`config.mk`:
```
export PLATFORM = sky130hd
export DESIGN_NAME = pfc_ctrl
export DESIGN_NICKNAME = d
export VERILOG_FILES = /design/src/hdl/pfc_pkg.sv /design/src/hdl/pfc_bus_cycle.sv /design/src/hdl/pfc_ctrl.sv
export SDC_FILE = /design/constraint.sdc
export NUM_CORES = 1
export LEC_CHECK = 0
export ABC_AREA = 1
export ABC_CLOCK_PERIOD_IN_PS = 2360
export BUFFER_PORTS_ARGS = -buffer_cell sky130_fd_sc_hd__buf_2
export CORE_UTILIZATION = 52
export DETAILED_ROUTE_END_ITERATION = 6
export PLACE_DENSITY = 0.72
export SYNTH_ARGS = -nofsm -noshare
export SYNTH_HDL_FRONTEND = slang
export SYNTH_SLANG_ARGS = --single-unit
```
`constraint.sdc`:
```
create_clock -name clock -period 2.36 [get_ports clock]
set_input_delay 0.472 -clock clock [delete_from_list [all_inputs] [get_ports clock]]
set_output_delay 0.472 -clock clock [all_outputs]
set_load 0.02 [all_outputs]
```
`src/hdl/pfc_pkg.sv`:
```
// constants, command codes and operation type for the flash controller
// assumes one 125 MHz clock and an asynchronous 64K x 16 parallel flash

package pfc_pkg;

  // ----------------------------------------------------------------
  // timing
  // ----------------------------------------------------------------
  localparam int CLK_MHZ     = 125;
  localparam int T_ACC_NS    = 45;
  localparam int T_WP_NS     = 40;
  localparam int T_SU_NS     = 10;
  localparam int T_NOISE_NS  = 15;
  localparam int SYNC_STAGES = 2;
  localparam int ACC_CYC     = (T_ACC_NS * CLK_MHZ + 999) / 1000;
  localparam int WP_CYC      = (T_WP_NS * CLK_MHZ + 999) / 1000;
  localparam int SU_CYC      = (T_SU_NS * CLK_MHZ + 999) / 1000;
  localparam int RD_CYC      = ACC_CYC + SYNC_STAGES + 1;
  localparam int POLL_MAX    = 2000000;

  // ----------------------------------------------------------------
  // command codes and addresses
  // ----------------------------------------------------------------
  localparam logic [11:0] ADDR_UNLOCK1 = 12'h555;
  localparam logic [11:0] ADDR_UNLOCK2 = 12'hAAA;
  localparam logic [7:0]  DAT_UNLOCK1  = 8'hAA;
  localparam logic [7:0]  DAT_UNLOCK2  = 8'h55;
  localparam logic [7:0]  CODE_PROG    = 8'hA0;
  localparam logic [7:0]  CODE_ERASE   = 8'h80;
  localparam logic [7:0]  CODE_ID_IN   = 8'h90;
  localparam logic [7:0]  CODE_ID_OUT  = 8'hF0;
  localparam logic [7:0]  CODE_CHIP    = 8'h10;
  localparam logic [7:0]  CODE_MAIN    = 8'h30;
  localparam logic [7:0]  CODE_LOCK    = 8'h40;
  localparam logic [15:0] ADDR_LOCK_ST = 16'h0002;
  localparam logic [15:0] ADDR_BOOT_HI = 16'h1FFF;
  localparam logic [15:0] ADDR_ERASE_POLL = 16'h0000;
  localparam int          TOGGLE_POS   = 6;
  localparam int          POLL_POS     = 7;
  localparam int          LOCK_POS     = 0;

  typedef enum logic [2:0] {
    OP_READ,
    OP_PROG,
    OP_CHIP_ERASE,
    OP_MAIN_ERASE,
    OP_LOCKOUT,
    OP_ID_ENTRY,
    OP_ID_EXIT
  } pfc_op_t;

endpackage

```
`src/hdl/pfc_bus_cycle.sv`:
```
// one asynchronous read or write cycle on the flash pins
// assumes start only while idle; data input is asynchronous to clock
`timescale 1ns/1ns

module pfc_bus_cycle
  import pfc_pkg::*;
(
  input  wire logic        clock,
  input  wire logic        srst,
  input  wire logic        clk_en,
  input  wire logic        start,
  input  wire logic        is_write,
  input  wire logic [15:0] addr,
  input  wire logic [15:0] wdata,
  output logic             done,
  output logic [15:0]      rdata,
  output logic [15:0]      flash_addr,
  output logic             flash_ce_n,
  output logic             flash_oe_n,
  output logic             flash_we_n,
  output logic [15:0]      flash_dq_o,
  output logic             flash_dq_oe,
  input  wire logic [15:0] flash_dq_i
);

  // ----------------------------------------------------------------
  // state
  // ----------------------------------------------------------------
  typedef enum logic [1:0] {B_IDLE, B_SETUP, B_STROBE, B_HOLD} pfc_bst_t;

  typedef struct packed {
    pfc_bst_t    st;
    logic [3:0]  cnt;
    logic        wr;
    logic [15:0] addr;
    logic [15:0] dq_o;
    logic        dq_oe;
    logic        ce_n;
    logic        oe_n;
    logic        we_n;
    logic        done;
    logic [15:0] rdata;
    logic [15:0] sync1;
    logic [15:0] sync2;
  } pfc_bus_t;

  pfc_bus_t q_ff;
  pfc_bus_t nxt_q;

  always_comb
  begin
    nxt_q       = q_ff;
    nxt_q.done  = 1'b0;
    nxt_q.sync1 = flash_dq_i;
    nxt_q.sync2 = q_ff.sync1;
    unique case (q_ff.st)
      B_IDLE:
      begin
        if (start)
        begin
          nxt_q.wr    = is_write;
          nxt_q.addr  = addr;
          nxt_q.ce_n  = 1'b0;
          nxt_q.dq_o  = wdata;
          nxt_q.dq_oe = is_write;
          nxt_q.cnt   = 4'(SU_CYC - 1);
          nxt_q.st    = B_SETUP;
        end
      end
      B_SETUP:
      begin
        if (q_ff.cnt == 4'h0)
        begin
          // write never overlaps output enable
          nxt_q.we_n = !q_ff.wr;
          nxt_q.oe_n = q_ff.wr;
          // strobe is held well past the noise filter
          nxt_q.cnt  = q_ff.wr ? 4'(WP_CYC - 1) : 4'(RD_CYC - 1);
          nxt_q.st   = B_STROBE;
        end
        else
          nxt_q.cnt = q_ff.cnt - 4'h1;
      end
      B_STROBE:
      begin
        if (q_ff.cnt == 4'h0)
        begin
          nxt_q.we_n = 1'b1;
          nxt_q.oe_n = 1'b1;
          if (!q_ff.wr)
            nxt_q.rdata = q_ff.sync2;
          nxt_q.cnt = 4'(SU_CYC - 1);
          nxt_q.st  = B_HOLD;
        end
        else
          nxt_q.cnt = q_ff.cnt - 4'h1;
      end
      B_HOLD:
      begin
        // data kept past the rising strobe so the device latches it
        if (q_ff.cnt == 4'h0)
        begin
          nxt_q.ce_n  = 1'b1;
          nxt_q.dq_oe = 1'b0;
          nxt_q.done  = 1'b1;
          nxt_q.st    = B_IDLE;
        end
        else
          nxt_q.cnt = q_ff.cnt - 4'h1;
      end
    endcase
  end

  always_ff @(posedge clock)
  begin
    if (srst)
    begin
      q_ff      <= '0;
      q_ff.ce_n <= 1'b1;
      q_ff.oe_n <= 1'b1;
      q_ff.we_n <= 1'b1;
    end
    else if (clk_en)
      q_ff <= nxt_q;
  end

  assign done        = q_ff.done;
  assign rdata       = q_ff.rdata;
  assign flash_addr  = q_ff.addr;
  assign flash_ce_n  = q_ff.ce_n;
  assign flash_oe_n  = q_ff.oe_n;
  assign flash_we_n  = q_ff.we_n;
  assign flash_dq_o  = q_ff.dq_o;
  assign flash_dq_oe = q_ff.dq_oe;
endmodule

```
`src/hdl/pfc_ctrl.sv`:
```
// host-side command sequencer for a 64K x 16 parallel flash
// assumes the flash pins are wired to the bus-cycle instance below
`timescale 1ns/1ns

module pfc_ctrl
  import pfc_pkg::*;
#(
  parameter int POLL_LIMIT = pfc_pkg::POLL_MAX
)
(
  input  wire logic             clock,
  input  wire logic             srst,
  input  wire logic             clk_en,
  input  wire logic             cmd_valid,
  output logic                  cmd_ready,
  input  wire pfc_pkg::pfc_op_t cmd_op,
  input  wire logic [15:0]      cmd_addr,
  input  wire logic [15:0]      cmd_wdata,
  output logic                  rsp_valid,
  output logic [15:0]           rsp_rdata,
  output logic                  rsp_timeout,
  output logic [15:0]           flash_addr,
  output logic                  flash_ce_n,
  output logic                  flash_oe_n,
  output logic                  flash_we_n,
  output logic [15:0]           flash_dq_o,
  output logic                  flash_dq_oe,
  input  wire logic [15:0]      flash_dq_i
);

  // ----------------------------------------------------------------
  // sequence tables
  // ----------------------------------------------------------------
  localparam int PW = $clog2(POLL_LIMIT + 1);

  function automatic logic [2:0] seq_len(input pfc_op_t op);
    unique case (op)
      OP_READ:     seq_len = 3'd1;
      OP_PROG:     seq_len = 3'd4;
      OP_ID_ENTRY: seq_len = 3'd3;
      OP_ID_EXIT:  seq_len = 3'd1;
      default:     seq_len = 3'd6;
    endcase
  endfunction

  function automatic logic needs_poll(input pfc_op_t op);
    needs_poll = (op == OP_PROG) || (op == OP_CHIP_ERASE) ||
                 (op == OP_MAIN_ERASE) || (op == OP_LOCKOUT);
  endfunction

  // returns {address, data} for one write of a command sequence
  function automatic logic [31:0] step_word(input pfc_op_t     op,
                                            input logic [2:0]  step,
                                            input logic [15:0] a,
                                            input logic [15:0] d);
    logic [7:0] code;
    code = 8'h00;
    step_word = '0;
    if (op == OP_ID_EXIT)
      step_word = {4'h0, ADDR_UNLOCK1, 8'h00, CODE_ID_OUT};
    else if (op == OP_PROG && step == 3'd3)
      step_word = {a, d};
    else
    begin
      unique case (step)
        3'd0, 3'd3:
          step_word = {4'h0, ADDR_UNLOCK1, 8'h00, DAT_UNLOCK1};
        3'd1, 3'd4:
          step_word = {4'h0, ADDR_UNLOCK2, 8'h00, DAT_UNLOCK2};
        3'd2:
        begin
          code = (op == OP_PROG) ? CODE_PROG :
                 (op == OP_ID_ENTRY) ? CODE_ID_IN : CODE_ERASE;
          step_word = {4'h0, ADDR_UNLOCK1, 8'h00, code};
        end
        default:
        begin
          code = (op == OP_CHIP_ERASE) ? CODE_CHIP :
                 (op == OP_MAIN_ERASE) ? CODE_MAIN : CODE_LOCK;
          step_word = {4'h0, ADDR_UNLOCK1, 8'h00, code};
        end
      endcase
    end
  endfunction

  // ----------------------------------------------------------------
  // state
  // ----------------------------------------------------------------
  typedef enum logic [2:0] {
    S_IDLE, S_ISSUE, S_WAIT, S_POLL_ISSUE, S_POLL_WAIT, S_DONE
  } pfc_st_t;

  typedef struct packed {
    pfc_st_t     st;
    pfc_op_t     op;
    logic [15:0] addr;
    logic [15:0] wdata;
    logic [2:0]  step;
    logic [PW-1:0] polls;
    logic        prev_tgl;
    logic        have_prev;
    logic        ready;
    logic        rsp_valid;
    logic [15:0] rsp_rdata;
    logic        rsp_timeout;
    logic        bus_start;
    logic        bus_wr;
    logic [15:0] bus_addr;
    logic [15:0] bus_data;
  } pfc_ctl_t;

  pfc_ctl_t    q_ff;
  pfc_ctl_t    nxt_q;
  logic        bus_done;
  logic [15:0] bus_rdata;

  always_comb
  begin
    nxt_q           = q_ff;
    nxt_q.bus_start = 1'b0;
    nxt_q.rsp_valid = 1'b0;
    unique case (q_ff.st)
      S_IDLE:
      begin
        if (cmd_valid && q_ff.ready)
        begin
          nxt_q.op          = cmd_op;
          nxt_q.addr        = cmd_addr;
          nxt_q.wdata       = cmd_wdata;
          nxt_q.step        = 3'd0;
          nxt_q.ready       = 1'b0;
          nxt_q.rsp_timeout = 1'b0;
          nxt_q.st          = S_ISSUE;
        end
      end
      S_ISSUE:
      begin
        nxt_q.bus_start = 1'b1;
        nxt_q.bus_wr    = (q_ff.op != OP_READ);
        if (q_ff.op == OP_READ)
          {nxt_q.bus_addr, nxt_q.bus_data} = {q_ff.addr, 16'h0000};
        else
          {nxt_q.bus_addr, nxt_q.bus_data} =
            step_word(q_ff.op, q_ff.step, q_ff.addr, q_ff.wdata);
        nxt_q.st = S_WAIT;
      end
      S_WAIT:
      begin
        if (bus_done)
        begin
          if (q_ff.op == OP_READ)
          begin
            nxt_q.rsp_rdata = bus_rdata;
            nxt_q.st        = S_DONE;
          end
          else if (q_ff.step == seq_len(q_ff.op) - 3'd1)
          begin
            // timed operations are watched before the next access
            nxt_q.polls     = '0;
            nxt_q.have_prev = 1'b0;
            nxt_q.st = needs_poll(q_ff.op) ? S_POLL_ISSUE : S_DONE;
          end
          else
          begin
            nxt_q.step = q_ff.step + 3'd1;
            nxt_q.st   = S_ISSUE;
          end
        end
      end
      S_POLL_ISSUE:
      begin
        nxt_q.bus_start = 1'b1;
        nxt_q.bus_wr    = 1'b0;
        nxt_q.bus_addr  = (q_ff.op == OP_PROG) ? q_ff.addr : ADDR_ERASE_POLL;
        nxt_q.bus_data  = 16'h0000;
        nxt_q.st        = S_POLL_WAIT;
      end
      S_POLL_WAIT:
      begin
        if (bus_done)
        begin
          // two equal toggle bits in a row mean the operation ended
          if (q_ff.have_prev && q_ff.prev_tgl == bus_rdata[TOGGLE_POS])
          begin
            nxt_q.rsp_rdata = bus_rdata;
            nxt_q.st        = S_DONE;
          end
          else if (q_ff.polls == PW'(POLL_LIMIT - 1))
          begin
            nxt_q.rsp_rdata   = bus_rdata;
            nxt_q.rsp_timeout = 1'b1;
            nxt_q.st          = S_DONE;
          end
          else
          begin
            nxt_q.prev_tgl  = bus_rdata[TOGGLE_POS];
            nxt_q.have_prev = 1'b1;
            nxt_q.polls     = q_ff.polls + PW'(1);
            nxt_q.st        = S_POLL_ISSUE;
          end
        end
      end
      S_DONE:
      begin
        nxt_q.rsp_valid = 1'b1;
        nxt_q.ready     = 1'b1;
        nxt_q.st        = S_IDLE;
      end
      default:
        nxt_q.st = S_IDLE;
    endcase
  end

  always_ff @(posedge clock)
  begin
    if (srst)
    begin
      q_ff       <= '0;
      q_ff.ready <= 1'b1;
    end
    else if (clk_en)
      q_ff <= nxt_q;
  end

  assign cmd_ready   = q_ff.ready;
  assign rsp_valid   = q_ff.rsp_valid;
  assign rsp_rdata   = q_ff.rsp_rdata;
  assign rsp_timeout = q_ff.rsp_timeout;

  // ----------------------------------------------------------------
  // pin cycles
  // ----------------------------------------------------------------
  pfc_bus_cycle u_bus (
    .clock       (clock),
    .srst        (srst),
    .clk_en      (clk_en),
    .start       (q_ff.bus_start),
    .is_write    (q_ff.bus_wr),
    .addr        (q_ff.bus_addr),
    .wdata       (q_ff.bus_data),
    .done        (bus_done),
    .rdata       (bus_rdata),
    .flash_addr  (flash_addr),
    .flash_ce_n  (flash_ce_n),
    .flash_oe_n  (flash_oe_n),
    .flash_we_n  (flash_we_n),
    .flash_dq_o  (flash_dq_o),
    .flash_dq_oe (flash_dq_oe),
    .flash_dq_i  (flash_dq_i)
  );

  logic cmd_wr;
  assign cmd_wr = q_ff.bus_start && q_ff.bus_wr && q_ff.op != OP_ID_EXIT;
endmodule

```
Word-level counts from Yosys, hierarchy flattened
Cells that the tools add are included.
{"block": "op_classes", "eq_ne": 37, "n_lt_le_gt_ge": 0, "n_mul": 0, "n_shift": 0, "div": 0, "n_bitwise": 3, "n_reduce_logical": 37, "n_addsub": 4, "mux": 62}
{"op": "32-bit 2-to-1 mux", "count": 3}
{"op": "28-bit one-hot mux with 3 select lines", "count": 1}
{"op": "41-bit 2-to-1 mux", "count": 2}
{"op": "23-bit 2-to-1 mux", "count": 3}
{"op": "34-bit one-hot mux with 2 select lines", "count": 1}
{"op": "16-bit 2-to-1 mux", "count": 4}
{"op": "24-bit 2-to-1 mux", "count": 2}
{"op": "21-bit one-hot mux with 2 select lines", "count": 1}
{"op": "17-bit 2-to-1 mux", "count": 2}
{"op": "3-bit 2-to-1 mux", "count": 11}
{"op": "16-bit one-hot mux with 2 select lines", "count": 1}
{"op": "6-bit one-hot mux with 4 select lines", "count": 1}
{"op": "21-bit by 1-bit adder with 21-bit output, second input constant", "count": 1}
{"op": "21-bit equality test, second input constant", "count": 1}
{"op": "21-bit 2-to-1 mux", "count": 1}
{"op": "2-bit inequality test, second input constant", "count": 10}
{"op": "3-bit by 2-bit equality test with 1-bit output, second input constant", "count": 6}
{"op": "3-bit equality test, second input constant", "count": 6}
{"op": "6-bit AND reduction", "count": 3}
{"op": "4-bit 2-to-1 mux", "count": 4}
{"op": "4-bit AND reduction", "count": 4}
{"op": "3-bit one-hot mux with 5 select lines", "count": 1}
{"op": "7-bit 2-to-1 mux", "count": 2}
{"op": "2-bit nonzero test", "count": 7}
{"op": "other kinds (31)", "count": 65}
{"block": "word_totals", "word_cells": 172, "output_inout_bits": 55, "ramBits": 0, "latchBits": 0, "n_memories": 0, "mem_bits_ro": 0, "regBits": 209, "inputBits": 55}

Depth between registers and ports, before layout
Gate-level depths: netlist of the first run.
{"block": "logic_depth", "ltp_word": 11, "ltp_mapped": 12, "depth_no_buf": 11}

By module
A second synthesis of the first run with hierarchy kept.
{"block": "hier_totals", "hier_cells": 1293, "hier_area_um2": 9467.8}
{"module": "pfc_ctrl", "area_per_inst_um2": 5581.6, "cells_each": 796, "n_inst": 1, "seq_area_each_um2": 2342.2}
{"module": "pfc_bus_cycle", "area_per_inst_um2": 3886.2, "cells_each": 497, "n_inst": 1, "seq_area_each_um2": 1841.8}

Least setup slack after synthesis of the first run
No wires, ideal clock.
{"block": "synth_timing", "path_kind": "reg-to-reg", "start": "reg u_bus.q_ff[86] in the netlist's numbering", "end": "reg u_bus.q_ff, in the netlist u_bus.rdata[10]", "arrival_ns": 1.556, "path_stages_with_launch": 12, "period_less_slack_ns": 1.620, "slack_ns": 0.740, "required_time_ns": 2.296, "setup_ns": 0.064, "path_buffers": 1, "cell_sequence": "dfxtp_1 > inv_1 > ha_1 > inv_1 > nor3_2 > inv_2 > nor2_1 > nand3_2 > inv_1 > buf_4 > nor2_1 > nor2_1"}
{"block": "synth_via", "elab_chain_cells": 2}
{"item": "start: declaration", "line_no": "pfc_bus_cycle.sv:47", "source": "pfc_bus_t q_ff;"}
{"item": "start signal: assignment", "line_no": "pfc_bus_cycle.sv:124", "source": "q_ff <= nxt_q;"}
{"item": "4-bit zero test", "line_no": "pfc_bus_cycle.sv:86", "source": "if (q_ff.cnt == 4'h0)"}
{"item": "4-bit AND reduction (no line)"}
No other way between the ends.
A chain may end at the register's enable or synchronous reset.

Worst setup path in the final report of the first run
{"block": "layout_timing", "start": "reg q_ff[55] in the netlist's numbering", "end": "reg q_ff[54] in the netlist's numbering"}
{"block": "layout_via", "elab_chain_cells": 3}
{"item": "start: declaration", "line_no": "pfc_ctrl.sv:112", "source": "pfc_ctl_t q_ff;"}
{"item": "start signal: assignment", "line_no": "pfc_ctrl.sv:222", "source": "q_ff <= nxt_q;"}
{"item": "21-bit equality test", "line_no": "pfc_ctrl.sv:188", "source": "else if (q_ff.polls == PW'(POLL_LIMIT - 1))"}
{"item": "1-bit inverter (no line)"}
{"item": "5-bit AND reduction (no line)"}
No other way between the ends.

==> impl_metrics.csv, run 1 <==
group,metric,value,unit
sta,fin_crit,2.029,ns
cts,cts-root-buf,"clkbuf_16",
pwr,power_density,779.5,nW/um^2
global_route,grt_pass1_wl,35.14,mm
global_route,grt_overflow_total,0,
critical_path,path_cells,"ha_1, nand3_1, nor3_2, nand3_1, nand3_1, inv_1, o21ai_0, a21oi_1",
critical_path,crit_family,"simple AND/OR/NAND/NOR gates",
synthesis,seq_area_frac_synth,0.4501,
worst_hold_path,hp-start,"flash_dq_i[6]",
worst_hold_path,hp-class,"in -> reg",
placement,hpwl,14.16,mm
pwr,max-vdd-ir-drop,0.4968,mV
critical_path,crit_top_cell,"nand3_1",
critical_path,regToRegStartpoint,"q_ff[55]",
global_route,gr-usage-met1,0.3462,
cts,clk_latency,0.49,ns
sta,period_share,0.8598,
critical_path,rr_worst_depth,8,
synthesis,synth_edf_count,0,
placement,numPortBuffers,109,
critical_path,crit_path_end_kind,"flip-flop",
critical_path,path_class,"reg -> reg",
sta,fin_worst_skew,0.004840,ns
synthesis,synth_seq_cells,209,
die,ios,110,
global_route,grt_pass1_vias,7192,
job,maxCapViolations,0,
critical_path,rrSetupSlack,0.33,ns
cts,cts_hold_buf,0,
synthesis,synthArstFlopShare,0,
final_layout,layout_common_cells,"nor2_1, dfxtp_1, nand2_1",
critical_path,r2r_end,"q_ff[54]",
global_route,gr-usage-met2,0.3512,
die,die_h,135.7,um
critical_path,path_buf_inv,1,
final_layout,fin_util,0.5957,
cts,post_cts_resized,0,
die,fp.dieW,135.7,um
cts,cts_tree,"yes",
synthesis,synth_area_per_cell,7.256,um^2
pwr,p_leak,4.505,nW
global_route,busiest_layer,"met2",
final_layout,final_common_cell,"nor2_1",
synthesis,synth_cell_types,41,
cts,cts_max_path_buffers,3,
global_route,met3_usage,0.02544,
critical_path,crit_required,2.72,ns
sta,final-setup-viol-count,0,
sta,setup_total_negative_slack,0,ns
global_route,grt_max_degree,66,
sta,max_clock_freq,492.8,MHz
synthesis,syn_inst,1281,
cts,cts_htree_levels,1,
synthesis,synth.top_cell.area_share,0.4501,
final_layout,diodes,0,
status,status,"completed",
placement,gp_congestion,0.8847,
worst_hold_path,min_to,"u_bus.nxt_q[6]",
die,coreArea,17360,um^2
global_route,antenna_found_initial,0,
final_layout,layout.nets,1389,
critical_path,cp_slowest_cell,"dfxtp_1",
die,start_util,0.5355,
route,routed_wirelength,21.02,mm
die,dieArea,18410,um^2
critical_path,slowest_delay,0.41,ns
synthesis,synth_area,9295,um^2
final_layout,area_growth,11.23,%
sta,slew_violations,0,
cts,clkSlewWorstSetupHoldPaths,0.06,ns
critical_path,worst_ep_arrival_time,2.39,ns
route,drtIter0Drc,488,
synthesis,synth.area.top_cells,"dfxtp_1, nor2_1, o21ai_0, nand2_1, a21oi_1",
die,rows,48,
route,drt-pass1-iter-count,7,
critical_path,crit_fanout,20,
synthesis,syn_nets,1347,
route,vias_per_cell,5.178,
cts,cts_buffers,22,
route,drc,0,
synthesis,yosysTopAreaCell,"dfxtp_1",
route,antenna_left,0,
synthesis,ys.warnings.count,0,
worst_hold_path,min_path_cells,3,
sta,finalHoldViolations,0,
global_route,grt_use_total,0.2298,
route,route.vias.total,8088,
synthesis,synthFlopType,"dfxtp_1",
sta,slew_headroom,0.5194,
final_layout,layout-drive-gt1-share,0.1496,
sta,rsz0062_at_grt,"false",
critical_path,startpoint_type,"flip-flop",
cts,cts.sinks,209,
sta,worst_slew_pin_slew,0.7210,ns
cts,cts_setup_buffers,0,
route,wl_per_cell,13.46,um
==> per-layer routing <==
layer  share of wire  wire, um
met5               0         0
met4           0.011       233
met3           0.041       853
met1            0.51     10770
met2            0.44      9162
==> tightest hold or removal path, cell delays in order <==
cell and delay, ns:
buf_2 0.08, nor2_1 0.03, nor2_1 0.08
==> flip-flops by register name (all words and copies together), names as in the netlist, 16 cells and up <==
signal            flops
u_bus.flash_dq_o     16
u_bus.rdata          16
u_bus.q_ff           23
q_ff                 98
rsp_rdata            16
u_bus.flash_addr     16
u_bus.nxt_q          16
==> how the worst max path moves through the flow <==
stage / from / endpoint / slack, ns / cells past startpoint
3_5_place_dp: clk_en / q_ff[16] / 0.31 / 7
4_1_cts: q_ff[55] / q_ff[54] / 0.32 / 8
3_3_place_gp: q_ff[76] / q_ff[20] / 0.40 / 10
2_1_floorplan: u_bus.q_ff[86] / u_bus.rdata[10] / 0.74 / 11
5_1_grt: q_ff[55] / q_ff[55] / 0.05 / 8
6_report: q_ff[55] / q_ff[54] / 0.33 / 8
==> power breakdown <==
| group | switching, mW | total, mW | internal (mW) | leakage [nW] |
|---|---|---|---|---|
| Sequential | 0.0986 | 3.79 | 3.69 | 1.70 |
| Clock | 1.39 | 3.51 | 2.12 | 0.355 |
| Combinational | 0.506 | 0.763 | 0.256 | 2.45 |
==> through the flow <==
stage               power [mW]  hold slack [ns]  instance area (um^2)  setup WS (ns)  instances
CTS                      8.126           0.1847                 10340         0.3187       1562
global route             8.383           0.1981                 10340        0.04796       1562
floorplan                4.406           0.4245                  9295         0.7397       1281
detailed placement       4.619           0.4438                  9595         0.3057       1524
global placement         4.607           0.4327                  9595         0.3963       1524
finish                   8.059           0.1993                 10340         0.3308       1562
==> synthesized netlist by cell type (12+ instances only) <==
master and count:
nor2_1 273, dfxtp_1 209, a21oi_1 106, clkbuf_1 36
nand2_1 182, inv_2 12, buf_4 49, o21ai_0 159
nand3_1 57, nand4_1 14, inv_1 80
==> kinds of logic after synthesis <==
| family | synth area share |
|---|---|
| AOI/OAI and AO/OA | 0.1621 |
| adders and majority gates | 0.01481 |
| and+or+nand+nor | 0.2543 |
| xor gates and xnor gates | 0.005653 |
| buffers and inverters | 0.1131 |
| DFF | 0.4501 |
==> layout make-up <==
| cell class | instances | area (um^2) |
|---|---|---|
| repair buffers | 125 | 715.7 |
| inverters | 94 | 354.1 |
| well taps | 225 | 281.5 |
| fillers | 1649 | 7018 |
| flip-flops and latches | 209 | 4184 |
| clock buffers | 29 | 638.1 |
| clock inverters | 9 | 105.1 |
| multi-input cells | 871 | 4060 |
Note: power is estimated with default switching activity, not from simulation.
==> inputs of run 2 (changes only) <==
--- a/config.mk
+++ b/config.mk
@@ -8,9 +8,12 @@
 export ABC_AREA = 1
 export ABC_CLOCK_PERIOD_IN_PS = 2360
 export BUFFER_PORTS_ARGS = -buffer_cell sky130_fd_sc_hd__buf_2
-export CORE_UTILIZATION = 52
+export CELL_PAD_IN_SITES_DETAIL_PLACEMENT = 1
+export CELL_PAD_IN_SITES_GLOBAL_PLACEMENT = 2
+export CORE_UTILIZATION = 36
 export DETAILED_ROUTE_END_ITERATION = 6
-export PLACE_DENSITY = 0.72
+export PLACE_DENSITY_LB_ADDON = 0.1
+export RECOVER_POWER = 100
 export SYNTH_ARGS = -nofsm -noshare
 export SYNTH_HDL_FRONTEND = slang
 export SYNTH_SLANG_ARGS = --single-unit
==> impl_metrics.csv, run 2 (synthesis results as in run 1) <==
group,metric,value,unit
status,status,"completed",
placement,dp_cells,1642,
final_layout,largest_register,"q_ff",
critical_path,rr_worst_depth,9,
final_layout,area_growth,13.42,%
critical_path,path_class,"reg -> reg",
die,fp.dieW,162.7,um
cts,cts_htree_levels,1,
placement,hpwl,17.33,mm
final_layout,diodes,0,
global_route,grt_pass1_vias,8343,
die,start_util,0.3681,
cts,cts_buffers,25,
critical_path,r2r_end,"q_ff[113]",
final_layout,final_common_cell,"nor2_1",
route,vias_per_cell,4.886,
placement,gp_congestion,0.7574,
route,drtIter0Drc,316,
cts,post_cts_resized,0,
route,route.vias.total,8248,
worst_hold_path,min_path_cells,3,
final_layout,reg_top3,"q_ff x98, u_bus.q_ff x23",
sta,setup_total_negative_slack,0,ns
critical_path,crit_path_end_kind,"flip-flop",
global_route,grt_overflow_total,0,
pwr,power_density,797.0,nW/um^2
worst_hold_path,hp-class,"in -> reg",
sta,finalHoldViolations,0,
pwr,p_leak,4.378,nW
worst_hold_path,min_to,"q_ff[79]",
die,ios,110,
route,wl_per_cell,15.00,um
die,die_h,162.7,um
route,drt-pass1-iter-count,4,
placement,numPortBuffers,109,
final_layout,largest_register_ffs,98,
cts,cts-root-buf,"clkbuf_16",
sta,fin_crit,2.110,ns
critical_path,regToRegStartpoint,"q_ff[115]",
cts,clkSlewWorstSetupHoldPaths,0.06,ns
sta,fin_worst_skew,0.01259,ns
route,routed_wirelength,25.32,mm
die,dieArea,26470,um^2
cts,cts_max_path_buffers,3,
sta,max_clock_freq,474.0,MHz
global_route,grt_use_total,0.1948,
sta,rsz0062_at_grt,"false",
final_layout,final_cells,1688,
critical_path,startpoint_type,"flip-flop",
critical_path,crit_fanout,48,
job,maxCapViolations,0,
critical_path,crit_required,2.76,ns
final_layout,fillers,3257,
sta,worst_slew_pin_slew,1.393,ns
route,drc,0,
final_layout,layout-drive-gt1-share,0.1141,
global_route,antenna_found_initial,0,
global_route,grt_pass1_wl,42.01,mm
cts,cts.sinks,209,
critical_path,rrSetupSlack,0.25,ns
final_layout,layout_common_cells,"nor2_1, dfxtp_1, nand2_1",
worst_hold_path,hp-start,"cmd_wdata[0]",
sta,period_share,0.8939,
global_route,grt_max_degree,74,
route,antenna_left,0,
final_layout,layout.nets,1405,
sta,slew_violations,0,
sta,slew_headroom,0.07121,
die,coreArea,25250,um^2
sta,final-setup-viol-count,0,
cts,cts_setup_buffers,0,
critical_path,worst_ep_arrival_time,2.51,ns
cts,cts_tree,"yes",
die,rows,58,
pwr,max-vdd-ir-drop,0.6500,mV
cts,clk_latency,0.53,ns
cts,cts_hold_buf,0,
[run 2: changes by cell type in the layout (fill, tap and decap cells not counted), sizes merged]
cell / change
inv: +2
bufinv: -1
clkinvlp: -3
clkinv: +3
clkbuf: +73
buf: -53
[run 2: where the power goes]
part | switching [mW] | internal [mW] | total [mW]
combinational | 0.532 | 0.256 | 0.787
clock | 1.51 | 2.31 | 3.82
sequential | 0.103 | 3.69 | 3.79
total | 2.14 | 6.26 | 8.40
[run 2: critical path, cell delays in order, from the launching register on]
cell and delay [ns]:
dfxtp_1 0.36, inv_2 0.09, nand2_1 0.05, nor2_1 0.17
nand3_1 0.13, nor2_1 0.34, inv_2 0.06, clkbuf_4 0.37
o21ai_0 0.31, a21oi_1 0.06
[run 2: worst max-delay path by stage]
stage | to | depth (start not counted) | slack [ns] | from
2_1_floorplan | u_bus.rdata[10] | 11 | 0.74 | u_bus.q_ff[86]
3_3_place_gp | q_ff[7] | 9 | 0.39 | clk_en
3_5_place_dp | q_ff[16] | 10 | 0.33 | q_ff[76]
4_1_cts | q_ff[16] | 10 | 0.31 | q_ff[76]
5_1_grt | q_ff[65] | 9 | 0.06 | q_ff[56]
6_report | q_ff[113] | 9 | 0.25 | q_ff[115]
[run 2: through the flow]
stage	hold WS [ns]	util	instance area (um^2)	setup slack [ns]	total power, mW
after floorplan	0.4245	-	9295	0.7397	4.406
after global placement	0.4383	0.3895	9837	0.3909	4.668
after detailed placement	0.4406	0.3895	9837	0.3349	4.679
after CTS	0.1450	0.4226	10670	0.3112	8.573
after global routing	0.1543	0.4175	10540	0.05514	8.838
final	0.1654	0.4175	10540	0.2503	8.403
[run 2: final cells by class]
type | instances | area, um^2 | share of cell area
clock buffer | 36 | 747.0 | 0.07085
clock inverter | 10 | 87.58 | 0.008308
inverter | 94 | 354.1 | 0.03359
multi-input combinational | 871 | 4038 | 0.3830
sequential | 209 | 4184 | 0.3969
tap | 330 | 412.9 | 0.03916
timing repair buffer | 138 | 719.4 | 0.06824
[run 2: per-layer routing]
| metal | global-route usage | vias to the layer above | wire, um |
|---|---|---|---|
| li1 | - | 4235 | - |
| met5 | 0 | - | 0 |
| met4 | 0.04376 | 0 | 284 |
| met2 | 0.3188 | 97 | 11380 |
| met3 | 0.02725 | 24 | 776 |
| met1 | 0.2705 | 3892 | 12880 |
